$ cat config.mk
export PLATFORM = sky130hd
export DESIGN_NAME = channel_line_escape_poll_select
export DESIGN_NICKNAME = d
export VERILOG_FILES = /design/src/verilog/chan_pkg.sv /design/src/verilog/channel_line_escape_poll_select.sv
export SDC_FILE = /design/constraint.sdc
export NUM_CORES = 1
export LEC_CHECK = 0
export BUFFER_PORTS_ARGS = -buffer_cell sky130_fd_sc_hd__clkbuf_2
export CELL_PAD_IN_SITES_DETAIL_PLACEMENT = 0
export CELL_PAD_IN_SITES_GLOBAL_PLACEMENT = 1
export CORE_MARGIN = 2
export CORE_UTILIZATION = 47
export DETAILED_ROUTE_END_ITERATION = 8
export PLACE_DENSITY = 0.91
export SLEW_MARGIN = 20
export SYNTH_ARGS = -nofsm -noshare
export SYNTH_HDL_FRONTEND = slang
export SYNTH_SLANG_ARGS = --single-unit
$ cat constraint.sdc
create_clock -name clock -period 2.3 [get_ports clock]
set_input_delay 0.46 -clock clock [delete_from_list [all_inputs] [get_ports clock]]
set_output_delay 0.46 -clock clock [all_outputs]
set_load 0.03 [all_outputs]
$ cat src/verilog/chan_pkg.sv
package chan_pkg;

   // Bit timing
   localparam int CLK_NS = 25;
   localparam int BIT_TIME_NS = 1600;
   localparam int BIT_CYC = (BIT_TIME_NS + CLK_NS - 1) / CLK_NS;
   localparam logic [5:0] BIT_LAST = 6'(BIT_CYC - 1);
   localparam logic [5:0] BIT_MID = 6'(BIT_CYC / 2);

   // State counter values
   localparam logic [3:0] ST_QUIET0 = 4'h0;
   localparam logic [3:0] ST_QUIET1 = 4'h1;
   localparam logic [3:0] ST_ARM = 4'h2;
   localparam logic [3:0] ST_BIT_FIRST = 4'h3;
   localparam logic [3:0] ST_BIT_LAST = 4'h9;
   localparam logic [3:0] ST_PAR_A = 4'ha;
   localparam logic [3:0] ST_PAR_B = 4'hb;
   localparam logic [3:0] ST_END = 4'hc;
   localparam logic [3:0] ST_ACK_CLK = 4'hd;
   localparam logic [3:0] ST_ACK_DATA = 4'he;
   localparam logic [3:0] ST_ACK_END = 4'hf;

   // Characters, bit 1 sent first
   localparam logic [6:0] ESC_CHAR = 7'h10;
   localparam logic [6:0] LOAD_POLL_CHAR = 7'h30;
   localparam logic [6:0] SVC_POLL_BIT = 7'h20;

   // Register port
   localparam logic [1:0] ADDR_SELECT = 2'h0;
   localparam logic [1:0] ADDR_CTRL = 2'h1;
   localparam logic [1:0] ADDR_POLL = 2'h2;
   localparam int CTRL_CLR_LOAD = 0;
   localparam int CTRL_CLR_SVC = 1;
   localparam int CTRL_OP_DONE = 2;

   typedef enum logic [1:0] {
      MODE_ESC = 2'b01,
      MODE_SEL = 2'b10
   } mode_t;

   typedef struct packed {
      logic guard;
      logic load_toggle;
      logic retry;
      logic busy;
      logic svc_flop;
      logic svc_req;
      logic ld_req;
      logic select;
      logic polling;
      logic data;
      logic ld_polled;
      logic sv_polled;
      logic op_pend;
   } flags_t;

   localparam flags_t FLAGS_RESET = 13'h1000;

endpackage

$ cat src/verilog/channel_line_escape_poll_select.sv
module channel_line_escape_poll_select (
   input wire logic clock,
   input wire logic rstn,
   input wire logic line_in,
   output logic line_out,
   output logic line_oe,
   input wire logic [1:0] reg_addr,
   input wire logic [7:0] reg_wdata,
   input wire logic reg_wr,
   input wire logic reg_rd,
   output logic [7:0] reg_rdata,
   output logic load_request_flag,
   output logic service_request_flag,
   output logic channel_busy
);

   logic rst_meta_q, rst_sync_q;
   logic line_meta_q, line_sync_q, line_prev_q;
   logic line_edge;
   chan_pkg::mode_t mode_q, mode_d;
   logic [3:0] st_q, st_d;
   logic [5:0] bit_q, bit_d;
   chan_pkg::flags_t f_q, f_d;
   logic line_lvl_q, line_lvl_d;
   logic line_drive_enable_q, line_drive_enable_d;
   logic [3:0] poll_cnt_q, poll_cnt_d;
   logic [6:0] poll_char_q, poll_char_d;
   logic [6:0] channel_shift_reg_q, channel_shift_reg_d;
   logic parity_gen_first_q, parity_gen_first_d;
   logic parity_gen_second_q, parity_gen_second_d;
   logic seen_q, seen_d;
   logic [7:0] rdata_q, rdata_d;
   logic end_bit, tx_sel, tx_ld, cur_bit, got_edge;

   function automatic logic in_span(input logic [3:0] s, input logic [3:0] lo,
                                    input logic [3:0] hi);
      in_span = (s >= lo) && (s <= hi);
   endfunction

   // Reset release, two stages
   always_ff @(posedge clock or negedge rstn) begin
      if (!rstn) begin
         rst_meta_q <= 1'b0;
         rst_sync_q <= 1'b0;
      end else begin
         rst_meta_q <= 1'b1;
         rst_sync_q <= rst_meta_q;
      end
   end

   // Line is asynchronous to the clock
   always_ff @(posedge clock or negedge rst_sync_q) begin
      if (!rst_sync_q) begin
         line_meta_q <= 1'b0;
         line_sync_q <= 1'b0;
         line_prev_q <= 1'b0;
      end else begin
         line_meta_q <= line_in;
         line_sync_q <= line_meta_q;
         line_prev_q <= line_sync_q;
      end
   end

   // Our own drive is seen too, but only while the quiet check is not running
   assign line_edge = line_sync_q ^ line_prev_q;
   assign end_bit = (bit_q == chan_pkg::BIT_LAST);
   assign got_edge = seen_q | line_edge;
   assign tx_sel = (mode_q == chan_pkg::MODE_SEL) && !f_q.polling;
   assign tx_ld = (mode_q == chan_pkg::MODE_SEL) && f_q.polling &&
                  f_q.load_toggle;

   always_comb begin
      if (st_q <= chan_pkg::ST_BIT_LAST) begin
         cur_bit = tx_sel ? channel_shift_reg_q[0] : poll_char_q[0];
      end else begin
         cur_bit = tx_ld | parity_gen_first_q;
      end
   end

   always_comb begin
      mode_d = mode_q;
      st_d = st_q;
      f_d = f_q;
      line_lvl_d = line_lvl_q;
      line_drive_enable_d = line_drive_enable_q;
      poll_cnt_d = poll_cnt_q;
      poll_char_d = poll_char_q;
      channel_shift_reg_d = channel_shift_reg_q;
      parity_gen_first_d = parity_gen_first_q;
      parity_gen_second_d = parity_gen_second_q;
      bit_d = end_bit ? 6'h00 : bit_q + 6'h01;
      seen_d = end_bit ? 1'b0 : got_edge;
      rdata_d = 8'h00;

      // Software side; hardware sets further down win over these clears
      if (reg_wr && reg_addr == chan_pkg::ADDR_SELECT && !f_q.busy) begin
         channel_shift_reg_d = reg_wdata[6:0];
         f_d.busy = 1'b1;
         f_d.svc_flop = 1'b0;
      end
      if (reg_wr && reg_addr == chan_pkg::ADDR_CTRL) begin
         if (reg_wdata[chan_pkg::CTRL_CLR_LOAD]) f_d.ld_req = 1'b0;
         if (reg_wdata[chan_pkg::CTRL_CLR_SVC]) f_d.svc_req = 1'b0;
         if (reg_wdata[chan_pkg::CTRL_OP_DONE]) f_d.op_pend = 1'b1;
      end
      if (reg_rd) begin
         case (reg_addr)
            chan_pkg::ADDR_SELECT: rdata_d = {1'b0, channel_shift_reg_q};
            chan_pkg::ADDR_CTRL: rdata_d = {f_q.guard, f_q.load_toggle,
               f_q.retry, f_q.busy, f_q.svc_flop, f_q.svc_req, f_q.ld_req,
               f_q.select};
            chan_pkg::ADDR_POLL: rdata_d = {mode_q, f_q.polling, 1'b0,
                                            poll_cnt_q};
            default: rdata_d = 8'h00;
         endcase
      end

      // Serial transmit, shared by escape, polls and selection
      if (line_drive_enable_q &&
          in_span(st_q, chan_pkg::ST_BIT_FIRST, chan_pkg::ST_PAR_B)) begin
         if (bit_q == 6'h00) begin
            line_lvl_d = ~line_lvl_q;
         end else if (bit_q == chan_pkg::BIT_MID && cur_bit) begin
            line_lvl_d = ~line_lvl_q;
         end
         if (end_bit && st_q <= chan_pkg::ST_BIT_LAST) begin
            poll_char_d = {1'b0, poll_char_q[6:1]};
            if (tx_sel) begin
               channel_shift_reg_d = {channel_shift_reg_q[0],
                                      channel_shift_reg_q[6:1]};
            end
            if (st_q[0]) parity_gen_first_d = parity_gen_first_q ^ cur_bit;
            else parity_gen_second_d = parity_gen_second_q ^ cur_bit;
         end
         if (end_bit && st_q == chan_pkg::ST_PAR_A) begin
            parity_gen_first_d = parity_gen_second_q;
         end
      end
      if (end_bit && in_span(st_q, chan_pkg::ST_BIT_FIRST,
                              chan_pkg::ST_PAR_B)) begin
         st_d = st_q + 4'h1;
      end

      case (mode_q)
         chan_pkg::MODE_ESC: begin
            case (st_q)
               chan_pkg::ST_QUIET0, chan_pkg::ST_QUIET1: begin
                  line_drive_enable_d = 1'b0;
                  if (st_q == chan_pkg::ST_QUIET0) f_d.select = 1'b0;
                  if (line_edge) begin
                     st_d = chan_pkg::ST_QUIET0;
                     bit_d = 6'h00;
                     seen_d = 1'b0;
                  end else if (end_bit) begin
                     st_d = st_q + 4'h1;
                  end
               end
               chan_pkg::ST_ARM: begin
                  line_drive_enable_d = 1'b1;
                  poll_char_d = chan_pkg::ESC_CHAR;
                  parity_gen_first_d = 1'b0;
                  parity_gen_second_d = 1'b0;
                  if (end_bit) st_d = chan_pkg::ST_BIT_FIRST;
               end
               chan_pkg::ST_END: begin
                  line_drive_enable_d = 1'b0;
                  if (!line_drive_enable_q) f_d.select = 1'b1;
                  if (!f_q.load_toggle && f_q.ld_polled && f_q.sv_polled) begin
                     f_d.guard = 1'b0;
                  end
                  if (end_bit) st_d = chan_pkg::ST_ACK_CLK;
               end
               chan_pkg::ST_ACK_CLK: begin
                  if (end_bit) begin
                     f_d.polling = f_q.guard | !f_q.busy;
                     if (f_q.guard | !f_q.busy) begin
                        f_d.load_toggle = ~f_q.load_toggle;
                     end
                     st_d = chan_pkg::ST_ACK_DATA;
                  end
               end
               chan_pkg::ST_ACK_DATA: begin
                  if (end_bit) st_d = chan_pkg::ST_ACK_END;
               end
               chan_pkg::ST_ACK_END: begin
                  if (f_q.op_pend) begin
                     f_d.guard = 1'b1;
                     f_d.ld_polled = 1'b0;
                     f_d.sv_polled = 1'b0;
                     f_d.op_pend = 1'b0;
                  end
                  if (end_bit) begin
                     mode_d = chan_pkg::MODE_SEL;
                     st_d = chan_pkg::ST_ARM;
                  end
               end
               default: ;
            endcase
         end
         chan_pkg::MODE_SEL: begin
            case (st_q)
               chan_pkg::ST_ARM: begin
                  line_drive_enable_d = 1'b1;
                  parity_gen_first_d = 1'b0;
                  parity_gen_second_d = 1'b0;
                  if (end_bit) begin
                     st_d = chan_pkg::ST_BIT_FIRST;
                     if (f_q.polling && f_q.load_toggle) begin
                        poll_char_d = chan_pkg::LOAD_POLL_CHAR;
                        f_d.ld_polled = 1'b1;
                     end else if (f_q.polling) begin
                        if (!f_q.svc_flop) begin
                           poll_cnt_d = poll_cnt_q + 4'h1;
                        end
                        poll_char_d = chan_pkg::SVC_POLL_BIT |
                                      {3'h0, poll_cnt_d};
                        f_d.sv_polled = 1'b1;
                     end
                  end
               end
               chan_pkg::ST_END: begin
                  line_drive_enable_d = 1'b0;
                  if (end_bit) st_d = chan_pkg::ST_ACK_CLK;
               end
               chan_pkg::ST_ACK_CLK: begin
                  f_d.data = 1'b0;
                  if (end_bit) begin
                     if (got_edge) begin
                        st_d = chan_pkg::ST_ACK_DATA;
                     end else begin
                        f_d.retry = !f_q.polling;
                        mode_d = chan_pkg::MODE_ESC;
                        st_d = chan_pkg::ST_QUIET0;
                     end
                  end
               end
               chan_pkg::ST_ACK_DATA: begin
                  if (line_edge) f_d.data = 1'b1;
                  if (end_bit) st_d = chan_pkg::ST_ACK_END;
               end
               chan_pkg::ST_ACK_END: begin
                  if (end_bit) begin
                     mode_d = chan_pkg::MODE_ESC;
                     st_d = chan_pkg::ST_QUIET0;
                     if (got_edge && f_q.data) begin
                        f_d.retry = 1'b0;
                        if (f_q.polling && f_q.load_toggle) begin
                           f_d.ld_req = 1'b1;
                        end else if (f_q.polling) begin
                           f_d.svc_req = 1'b1;
                           f_d.svc_flop = 1'b1;
                        end else begin
                           // Transfer phase not modelled: treat as done
                           f_d.busy = 1'b0;
                           f_d.op_pend = 1'b1;
                        end
                     end else begin
                        f_d.retry = !f_q.polling;
                     end
                  end
               end
               default: ;
            endcase
         end
         default: begin
            mode_d = chan_pkg::MODE_ESC;
            st_d = chan_pkg::ST_QUIET0;
         end
      endcase
   end

   always_ff @(posedge clock or negedge rst_sync_q) begin
      if (!rst_sync_q) begin
         mode_q <= chan_pkg::MODE_ESC;
         st_q <= chan_pkg::ST_QUIET0;
         bit_q <= 6'h00;
         f_q <= chan_pkg::FLAGS_RESET;
         line_lvl_q <= 1'b0;
         line_drive_enable_q <= 1'b0;
         poll_cnt_q <= 4'h0;
         poll_char_q <= 7'h00;
         channel_shift_reg_q <= 7'h00;
         parity_gen_first_q <= 1'b0;
         parity_gen_second_q <= 1'b0;
         seen_q <= 1'b0;
         rdata_q <= 8'h00;
      end else begin
         mode_q <= mode_d;
         st_q <= st_d;
         bit_q <= bit_d;
         f_q <= f_d;
         line_lvl_q <= line_lvl_d;
         line_drive_enable_q <= line_drive_enable_d;
         poll_cnt_q <= poll_cnt_d;
         poll_char_q <= poll_char_d;
         channel_shift_reg_q <= channel_shift_reg_d;
         parity_gen_first_q <= parity_gen_first_d;
         parity_gen_second_q <= parity_gen_second_d;
         seen_q <= seen_d;
         rdata_q <= rdata_d;
      end
   end

   assign line_out = line_lvl_q;
   assign line_oe = line_drive_enable_q;
   assign reg_rdata = rdata_q;
   assign load_request_flag = f_q.ld_req;
   assign service_request_flag = f_q.svc_req;
   assign channel_busy = f_q.busy;
endmodule // channel_line_escape_poll_select

==> results of run 1 <==
[placed cells by master (no fill, tap or decap), drive strengths merged, types with 6 or more instances in the layout]
cell / synthesis / routed
nor3: 7 / 7
nand4: 8 / 8
o21ai: 29 / 29
nand3: 14 / 14
and2: 9 / 9
clkbuf: 8 / 37
inv: 13 / 14
xor2: 9 / 9
a31oi: 8 / 8
buf: 14 / 23
mux2i: 22 / 22
nor2: 32 / 32
dfrtp: 59 / 59
mux2: 6 / 6
nand2: 30 / 30
ha: 10 / 10
a21oi: 26 / 26
[routing by layer]
layer,global-route usage [%],wire length (um),up-vias
li1,-,-,1448
met1,31.0,3990,1478
met2,32.7,4090,104
met3,3.49,454,21
met4,9.72,187,0
met5,0,0,-
[path summary, 6_finish.rpt]
check,cells after the start,startpoint,endpoint
min in group asynchronous,0,rst_sync_q$_DFF_PN0_,channel_shift_reg_q[6]$_DFF_PN0_
max,7,st_q[0]$_DFF_PN0_,st_q[1]$_DFF_PN0_
max in group asynchronous,1,rst_sync_q$_DFF_PN0_,poll_char_q[6]$_DFF_PN0_
max reg2reg,7,st_q[0]$_DFF_PN0_,st_q[1]$_DFF_PN0_
min,1,line_in,line_meta_q$_DFF_PN0_
min reg2reg,0,rst_sync_q$_DFF_PN0_,channel_shift_reg_q[6]$_DFF_PN0_
[power by group through the flow]
stage               Sequential [uW]  Clock, uW  Combinational (uW)
finish                         1200       1070                 189
global route                   1210       1140                 210
CTS                            1200       1090                 192
detailed placement             1220          0                 189
global placement               1210          0                 184
floorplan                      1220          0                 114
[sequential cells by signal (all words and copies together) (netlist names), 2 cells and up]
signal	cells
mode_q	2
reg_rdata	8
f_q	10
channel_shift_reg_q	7
bit_q	6
st_q	4
poll_cnt_q	4
poll_char_q	7
[Yosys cell counts (9+ instances only)]
cell type	number	area (sq um)
nand2_1	29	109
inv_1	13	48.8
nand3_1	13	65.1
a21oi_1	26	130
mux2i_1	22	220
and2_1	9	56.3
o21ai_0	27	135
dfrtp_1	59	1480
nor2_1	31	116
ha_1	10	125
[stage by stage]
stage | area [sq um] | hold WS, ps | setup WS (ps) | total power [uW] | instances
2_1_floorplan | 3580 | 164 | 214 | 1330 | 381
5_1_grt | 4190 | 214 | -9.97 | 2560 | 524
6_report | 4190 | 232 | 89.5 | 2450 | 524
3_5_place_dp | 3900 | 247 | 16.0 | 1400 | 507
3_3_place_gp | 3900 | 246 | 70.3 | 1400 | 507
4_1_cts | 4140 | 220 | 57.9 | 2480 | 524
[cells by family after synthesis]
family          share of synthesized area (%)
flops                                    42.7
mux                                      8.04
other cells                             0.105
fa+ha+maj                                3.50
buf+inv                                  4.79
xor+xnor                                 3.64
simple gates                             19.6
compound gates                           17.7
[timing repair]
action | CTS | global route
setup endpoints to repair | 1 | 18
endpoints found under the hold margin | 2 | 0
hold buffers | 1 | 0
resized for setup | 1 | 11
gates cloned | 0 | 0
[worst max-delay path, stage by stage, from the launching register on]
cell      delay [ps]
dfrtp_1          430
inv_1            200
ha_4             250
or3b_1           500
o21ai_0          200
o21a_1           190
a221oi_2          60
o32ai_1          270
[cell type report]
type                    instances  area [sq um]
inverters                      14          52.6
flip-flops and latches         61          1530
fillers                       630          3140
multi-input cells             284          1940
repair buffers                 50           325
clock inverters                 5          82.6
well taps                      99           124
clock buffers                  11           141
==> out/qor.yml, run 1 <==
power_and_ir_drop:
  switchingPower_uw: 600
  power.internal_uw: 1850
  leakage_uw: 0.00188
  ir_drop_mv: 0.533
  p_seq_share_pct: 48.7
  p_per_area_nw_per_um2: 585
  p_sw_share_pct: 24.4
  clkPwrFrac_pct: 43.6
  power_frac_comb_pct: 7.7
logic_synthesis:
  avgSynthCellArea_sq_um: 9.40
  synth_cells: 381
  async_reset_ff_share_pct: 100
  yosys.cell_types.count: 66
  syn-cell-area_sq_um: 3580
  synth-edff-count: 0
  yosysSeqAreaShare_pct: 42.7
  yosys_warnings: 0
  ys_ff_latch: 61
  synth_ff_type: "dfrtp_1"
  synth_fp_nets: 406
die:
  start_util_pct: 48.8
  num_rows: 31
  die_area_sq_um: 8330
  die_x_um: 91.3
  core_sq_um: 7330
  die_h_um: 91.3
  boundaryPins: 28
placement:
  dp_hpwl_mm: 6.39
  gp_congestion: 0.932
  io_buffers: 26
flow_run:
  maxCapViolations: 0
clock_tree:
  root_buffer: "clkbuf_8"
  clk-insertion-delay-late_ps: 340
  cts_max_path_buffers: 2
  cts_sinks: 61
  cts_tree: "built"
  htreeDepth: 3
  cts_setup_buffers: 0
  path_clk_slew_ps: 70
  numCtsBuffers: 9
route:
  antenna_left: 0
  viasPerCell: 5.82
  drtIter0Drc: 215
  wirelength_mm: 8.72
  drc: 0
  dr_total_vias: 3051
  first_pass_iters: 4
  post_drt_wl_per_cell_um: 16.6
timing:
  setup_violations: 0
  max_slew_margin_pct: 60.9
  clock.fmax_ghz: 0.452
  slew_viol_final: 0
  tns_ps: 0
  finalCriticalPeriod_ps: 2210
  period_share_pct: 96.1
  fin_worst_skew_ps: 8.69
  hold_violations: 0
  tightest_slew_ps: 586
critical_path:
  critPathLaunchType: "register"
  crit_type: "register to register"
  cp-end-kind: "register"
  worst_ep_arrival_time_ps: 2430
  rrSetupSlack_ps: 90
  cp.required_ps: 2520
  path_max_fanout: 9
status:
  status: "completed"
finish:
  insertedDiodeCount: 0
  post-route-util_pct: 57.2
  fin_nets: 445
  syn2layout_area_growth_pct: 17.1
  layout-drive-gt1-share_pct: 22.1
global_routing:
  grt_pass1_vias: 2962
  antenna_found_initial: 0
  grt_pass1_wl_mm: 14.5
  grt_start_max_net_pins: 35
  grt.total_usage_pct: 21.7
  overflow: 0
hold_path:
  min_path_type: "input pin to register"
Power figures use the tool's default switching activity.
==> run 2: changes to the inputs <==
--- a/config.mk
+++ b/config.mk
@@ -9,9 +9,9 @@
 export CELL_PAD_IN_SITES_DETAIL_PLACEMENT = 0
 export CELL_PAD_IN_SITES_GLOBAL_PLACEMENT = 1
 export CORE_MARGIN = 2
-export CORE_UTILIZATION = 47
+export CORE_UTILIZATION = 42
 export DETAILED_ROUTE_END_ITERATION = 8
-export PLACE_DENSITY = 0.91
+export PLACE_DENSITY = 0.87
 export SLEW_MARGIN = 20
 export SYNTH_ARGS = -nofsm -noshare
 export SYNTH_HDL_FRONTEND = slang
==> constraint.sdc (replaced) <==
create_clock -name clock -period 2 [get_ports clock]
set_input_delay 0.4 -clock clock [delete_from_list [all_inputs] [get_ports clock]]
set_output_delay 0.4 -clock clock [all_outputs]
set_load 0.03 [all_outputs]
==> out/qor.yml, run 2 (synthesis results as in run 1) <==
power_and_ir_drop:
  ir_drop_mv: 0.415  # was 0.533 mV
  power_frac_comb_pct: 8.6  # was 7.7%
  power.internal_uw: 2010  # was 1850 uW
  p_per_area_nw_per_um2: 598  # was 585 nW/um^2
  clkPwrFrac_pct: 41.4  # was 43.6%
  leakage_uw: 0.00206  # was 0.00188 uW
  p_seq_share_pct: 50.0  # was 48.7%
  p_sw_share_pct: 26.6  # was 24.4%
  switchingPower_uw: 731  # was 600 uW
timing:
  tns_ps: 0  # unchanged
  setup_violations: 0  # unchanged
  hold_violations: 0  # unchanged
  finalCriticalPeriod_ps: 1980  # was 2210 ps
  fin_worst_skew_ps: 11.1  # was 8.69 ps
  period_share_pct: 98.9  # was 96.1%
  rsz0062_at_grt: "yes"
  clock.fmax_ghz: 0.505  # was 0.452 GHz
  slew_viol_final: 0  # unchanged
  worst_hold_slack_ps: 158  # was 232 ps
die:
  die_h_um: 96.3  # was 91.3 um
  num_rows: 33  # was 31
  die_x_um: 96.3  # was 91.3 um
  boundaryPins: 28  # unchanged
  die_area_sq_um: 9280  # was 8330 sq um
  start_util_pct: 43.3  # was 48.8%
  core_sq_um: 8260  # was 7330 sq um
critical_path:
  worst_ep_arrival_time_ps: 2210  # was 2430 ps
  r2r-start: "st_q[0]$_DFF_PN0_"  # unchanged
  crit_buf_inv: 1  # unchanged
  cpPeakStageDelay_ps: 420  # was 500 ps
  cp-end-kind: "register"  # unchanged
  cp.required_ps: 2230  # was 2520 ps
  r2r-end: "st_q[1]$_DFF_PN0_"  # unchanged
  path_cells: "buf_6 -> ha_4 -> or3_4 -> nand4_1 -> mux2_4 -> a221oi_2 -> o32ai_1"  # was inv_1 -> ha_4 -> or3b_1 -> o21ai_0 -> o21a_1 -> a221oi_2 -> o32ai_1
  reg2reg_depth: 7  # unchanged
  critPathLaunchType: "register"  # unchanged
  crit_type: "register to register"  # unchanged
  startpoint: "st_q[0]$_DFF_PN0_"  # unchanged
  rrSetupSlack_ps: 20  # was 90 ps
  cpMaxStageDelayCell: "dfrtp_1"  # was or3b_1
  path_max_fanout: 4  # was 9
  cpLargestDelayFamily: "simple AND/OR/NAND/NOR gates"  # was compound AO/OA/AOI/OAI gates
route:
  wirelength_mm: 9.52  # was 8.72 mm
  viasPerCell: 5.56  # was 5.82
  dr_total_vias: 3127  # was 3051
  antenna_left: 0  # unchanged
  drc: 0  # unchanged
  post_drt_wl_per_cell_um: 16.9  # was 16.6 um
  first_pass_iters: 4  # unchanged
  drtIter0Drc: 205  # was 215
hold_path:
  holdPathStages: 1  # unchanged
  worstHoldEndpoint: "line_meta_q$_DFF_PN0_"  # unchanged
  min_from: "line_in"  # unchanged
  min_path_type: "input pin to register"  # unchanged
global_routing:
  overflow: 0  # unchanged
  antenna_found_initial: 0  # unchanged
  grt_pass1_vias: 2938  # was 2962
  grt_start_max_net_pins: 47  # was 35
  grt_pass1_wl_mm: 15.1  # was 14.5 mm
  grt.total_usage_pct: 21.6  # was 21.7%
placement:
  dp_hpwl_mm: 6.83  # was 6.39 mm
  io_buffers: 26  # unchanged
  gp_congestion: 0.879  # was 0.932
finish:
  layout_common_cells: "dfrtp_1 (56), buf_4 (50), nor2_1 (29), nand2_1 (29), clkbuf_2 (26)"  # was dfrtp_1 (58), nor2_1 (29), nand2_1 (29)
  fin_nets: 477  # was 445
  insertedDiodeCount: 0  # unchanged
  final_common_cell: "dfrtp_1"  # unchanged
  syn2layout_area_growth_pct: 28.3  # was 17.1%
  largest_register: "f_q"  # unchanged
  layout-drive-gt1-share_pct: 32.4  # was 22.1%
  largest_reg_flops: 10  # unchanged
status:
  status: "completed"  # unchanged
clock_tree:
  numCtsBuffers: 9  # unchanged
  cts_sinks: 61  # unchanged
  clk-insertion-delay-late_ps: 350  # was 340 ps
  root_buffer: "clkbuf_8"  # unchanged
  path_clk_slew_ps: 70  # about the same
  htreeDepth: 3  # unchanged
  cts_max_path_buffers: 2  # unchanged
  cts_tree: "built"  # unchanged
flow_run:
  maxCapViolations: 0  # unchanged
## run 2: cell types whose count changed in the layout (fill, tap and decap cells not counted), sizes merged
cell and change:
clkinv +1, bufinv -1, clkinvlp +1, inv -1, buf +32
## run 2: stage by stage
step	area, sq um	power [uW]	util, %	setup WS, ps	std cells
after floorplan	3590	1530	-	1.64	381
after global placement	4130	1610	50.0	-5.90	539
after detailed placement	4130	1620	50.0	-47.5	539
after CTS	4360	2750	52.8	-19.3	557
after global routing	4590	2860	55.6	-88.9	562
final	4590	2740	55.6	21.1	562
## run 2: timing repair
action / 4_1_cts / 5_1_grt
hold buffers: 1 / 0
endpoints found under the hold margin: 2 / 0
resized for setup: 4 / 46
endpoints found under the setup margin: 6 / 29
pin swaps: 1 / 7
buffers inserted: 1 / 5
## run 2: cell type report
type | instances | area, sq um
Timing Repair Buffer | 82 | 589
Clock inverter | 5 | 60.1
Fill cell | 741 | 3660
Inverter | 14 | 52.6
Clock buffer | 11 | 141
Multi-Input combinational cell | 284 | 2090
Sequential cell | 61 | 1530
Tap cell | 105 | 131
## run 2: power groups by stage
| stage | sequential (uW) | clock, uW | combinational (uW) |
|---|---|---|---|
| final | 1370 | 1140 | 236 |
| after global routing | 1380 | 1210 | 268 |
| after CTS | 1370 | 1150 | 234 |
| after detailed placement | 1390 | 0 | 230 |
| after global placement | 1390 | 0 | 227 |
| after floorplan | 1400 | 0 | 131 |
## run 2: worst max path at each step
stage	end	slack, ps	cells past startpoint
detailed placement	st_q[1]$_DFF_PN0_	-50	9
finish	st_q[1]$_DFF_PN0_	20	7
floorplan	f_q[1]$_DFFE_PN0P_	2	8
CTS	st_q[3]$_DFF_PN0_	-20	9
global placement	st_q[0]$_DFF_PN0_	-6	8
global route	st_q[1]$_DFF_PN0_	-90	7
## run 2: metal layers
metal  up-vias  track usage, %  wire length (um)
met4         0            8.45               169
met1      1534            31.8              4550
li1       1515               -                 -
met2        64            31.9              4430
met5         -               0                 0
met3        14            3.37               374
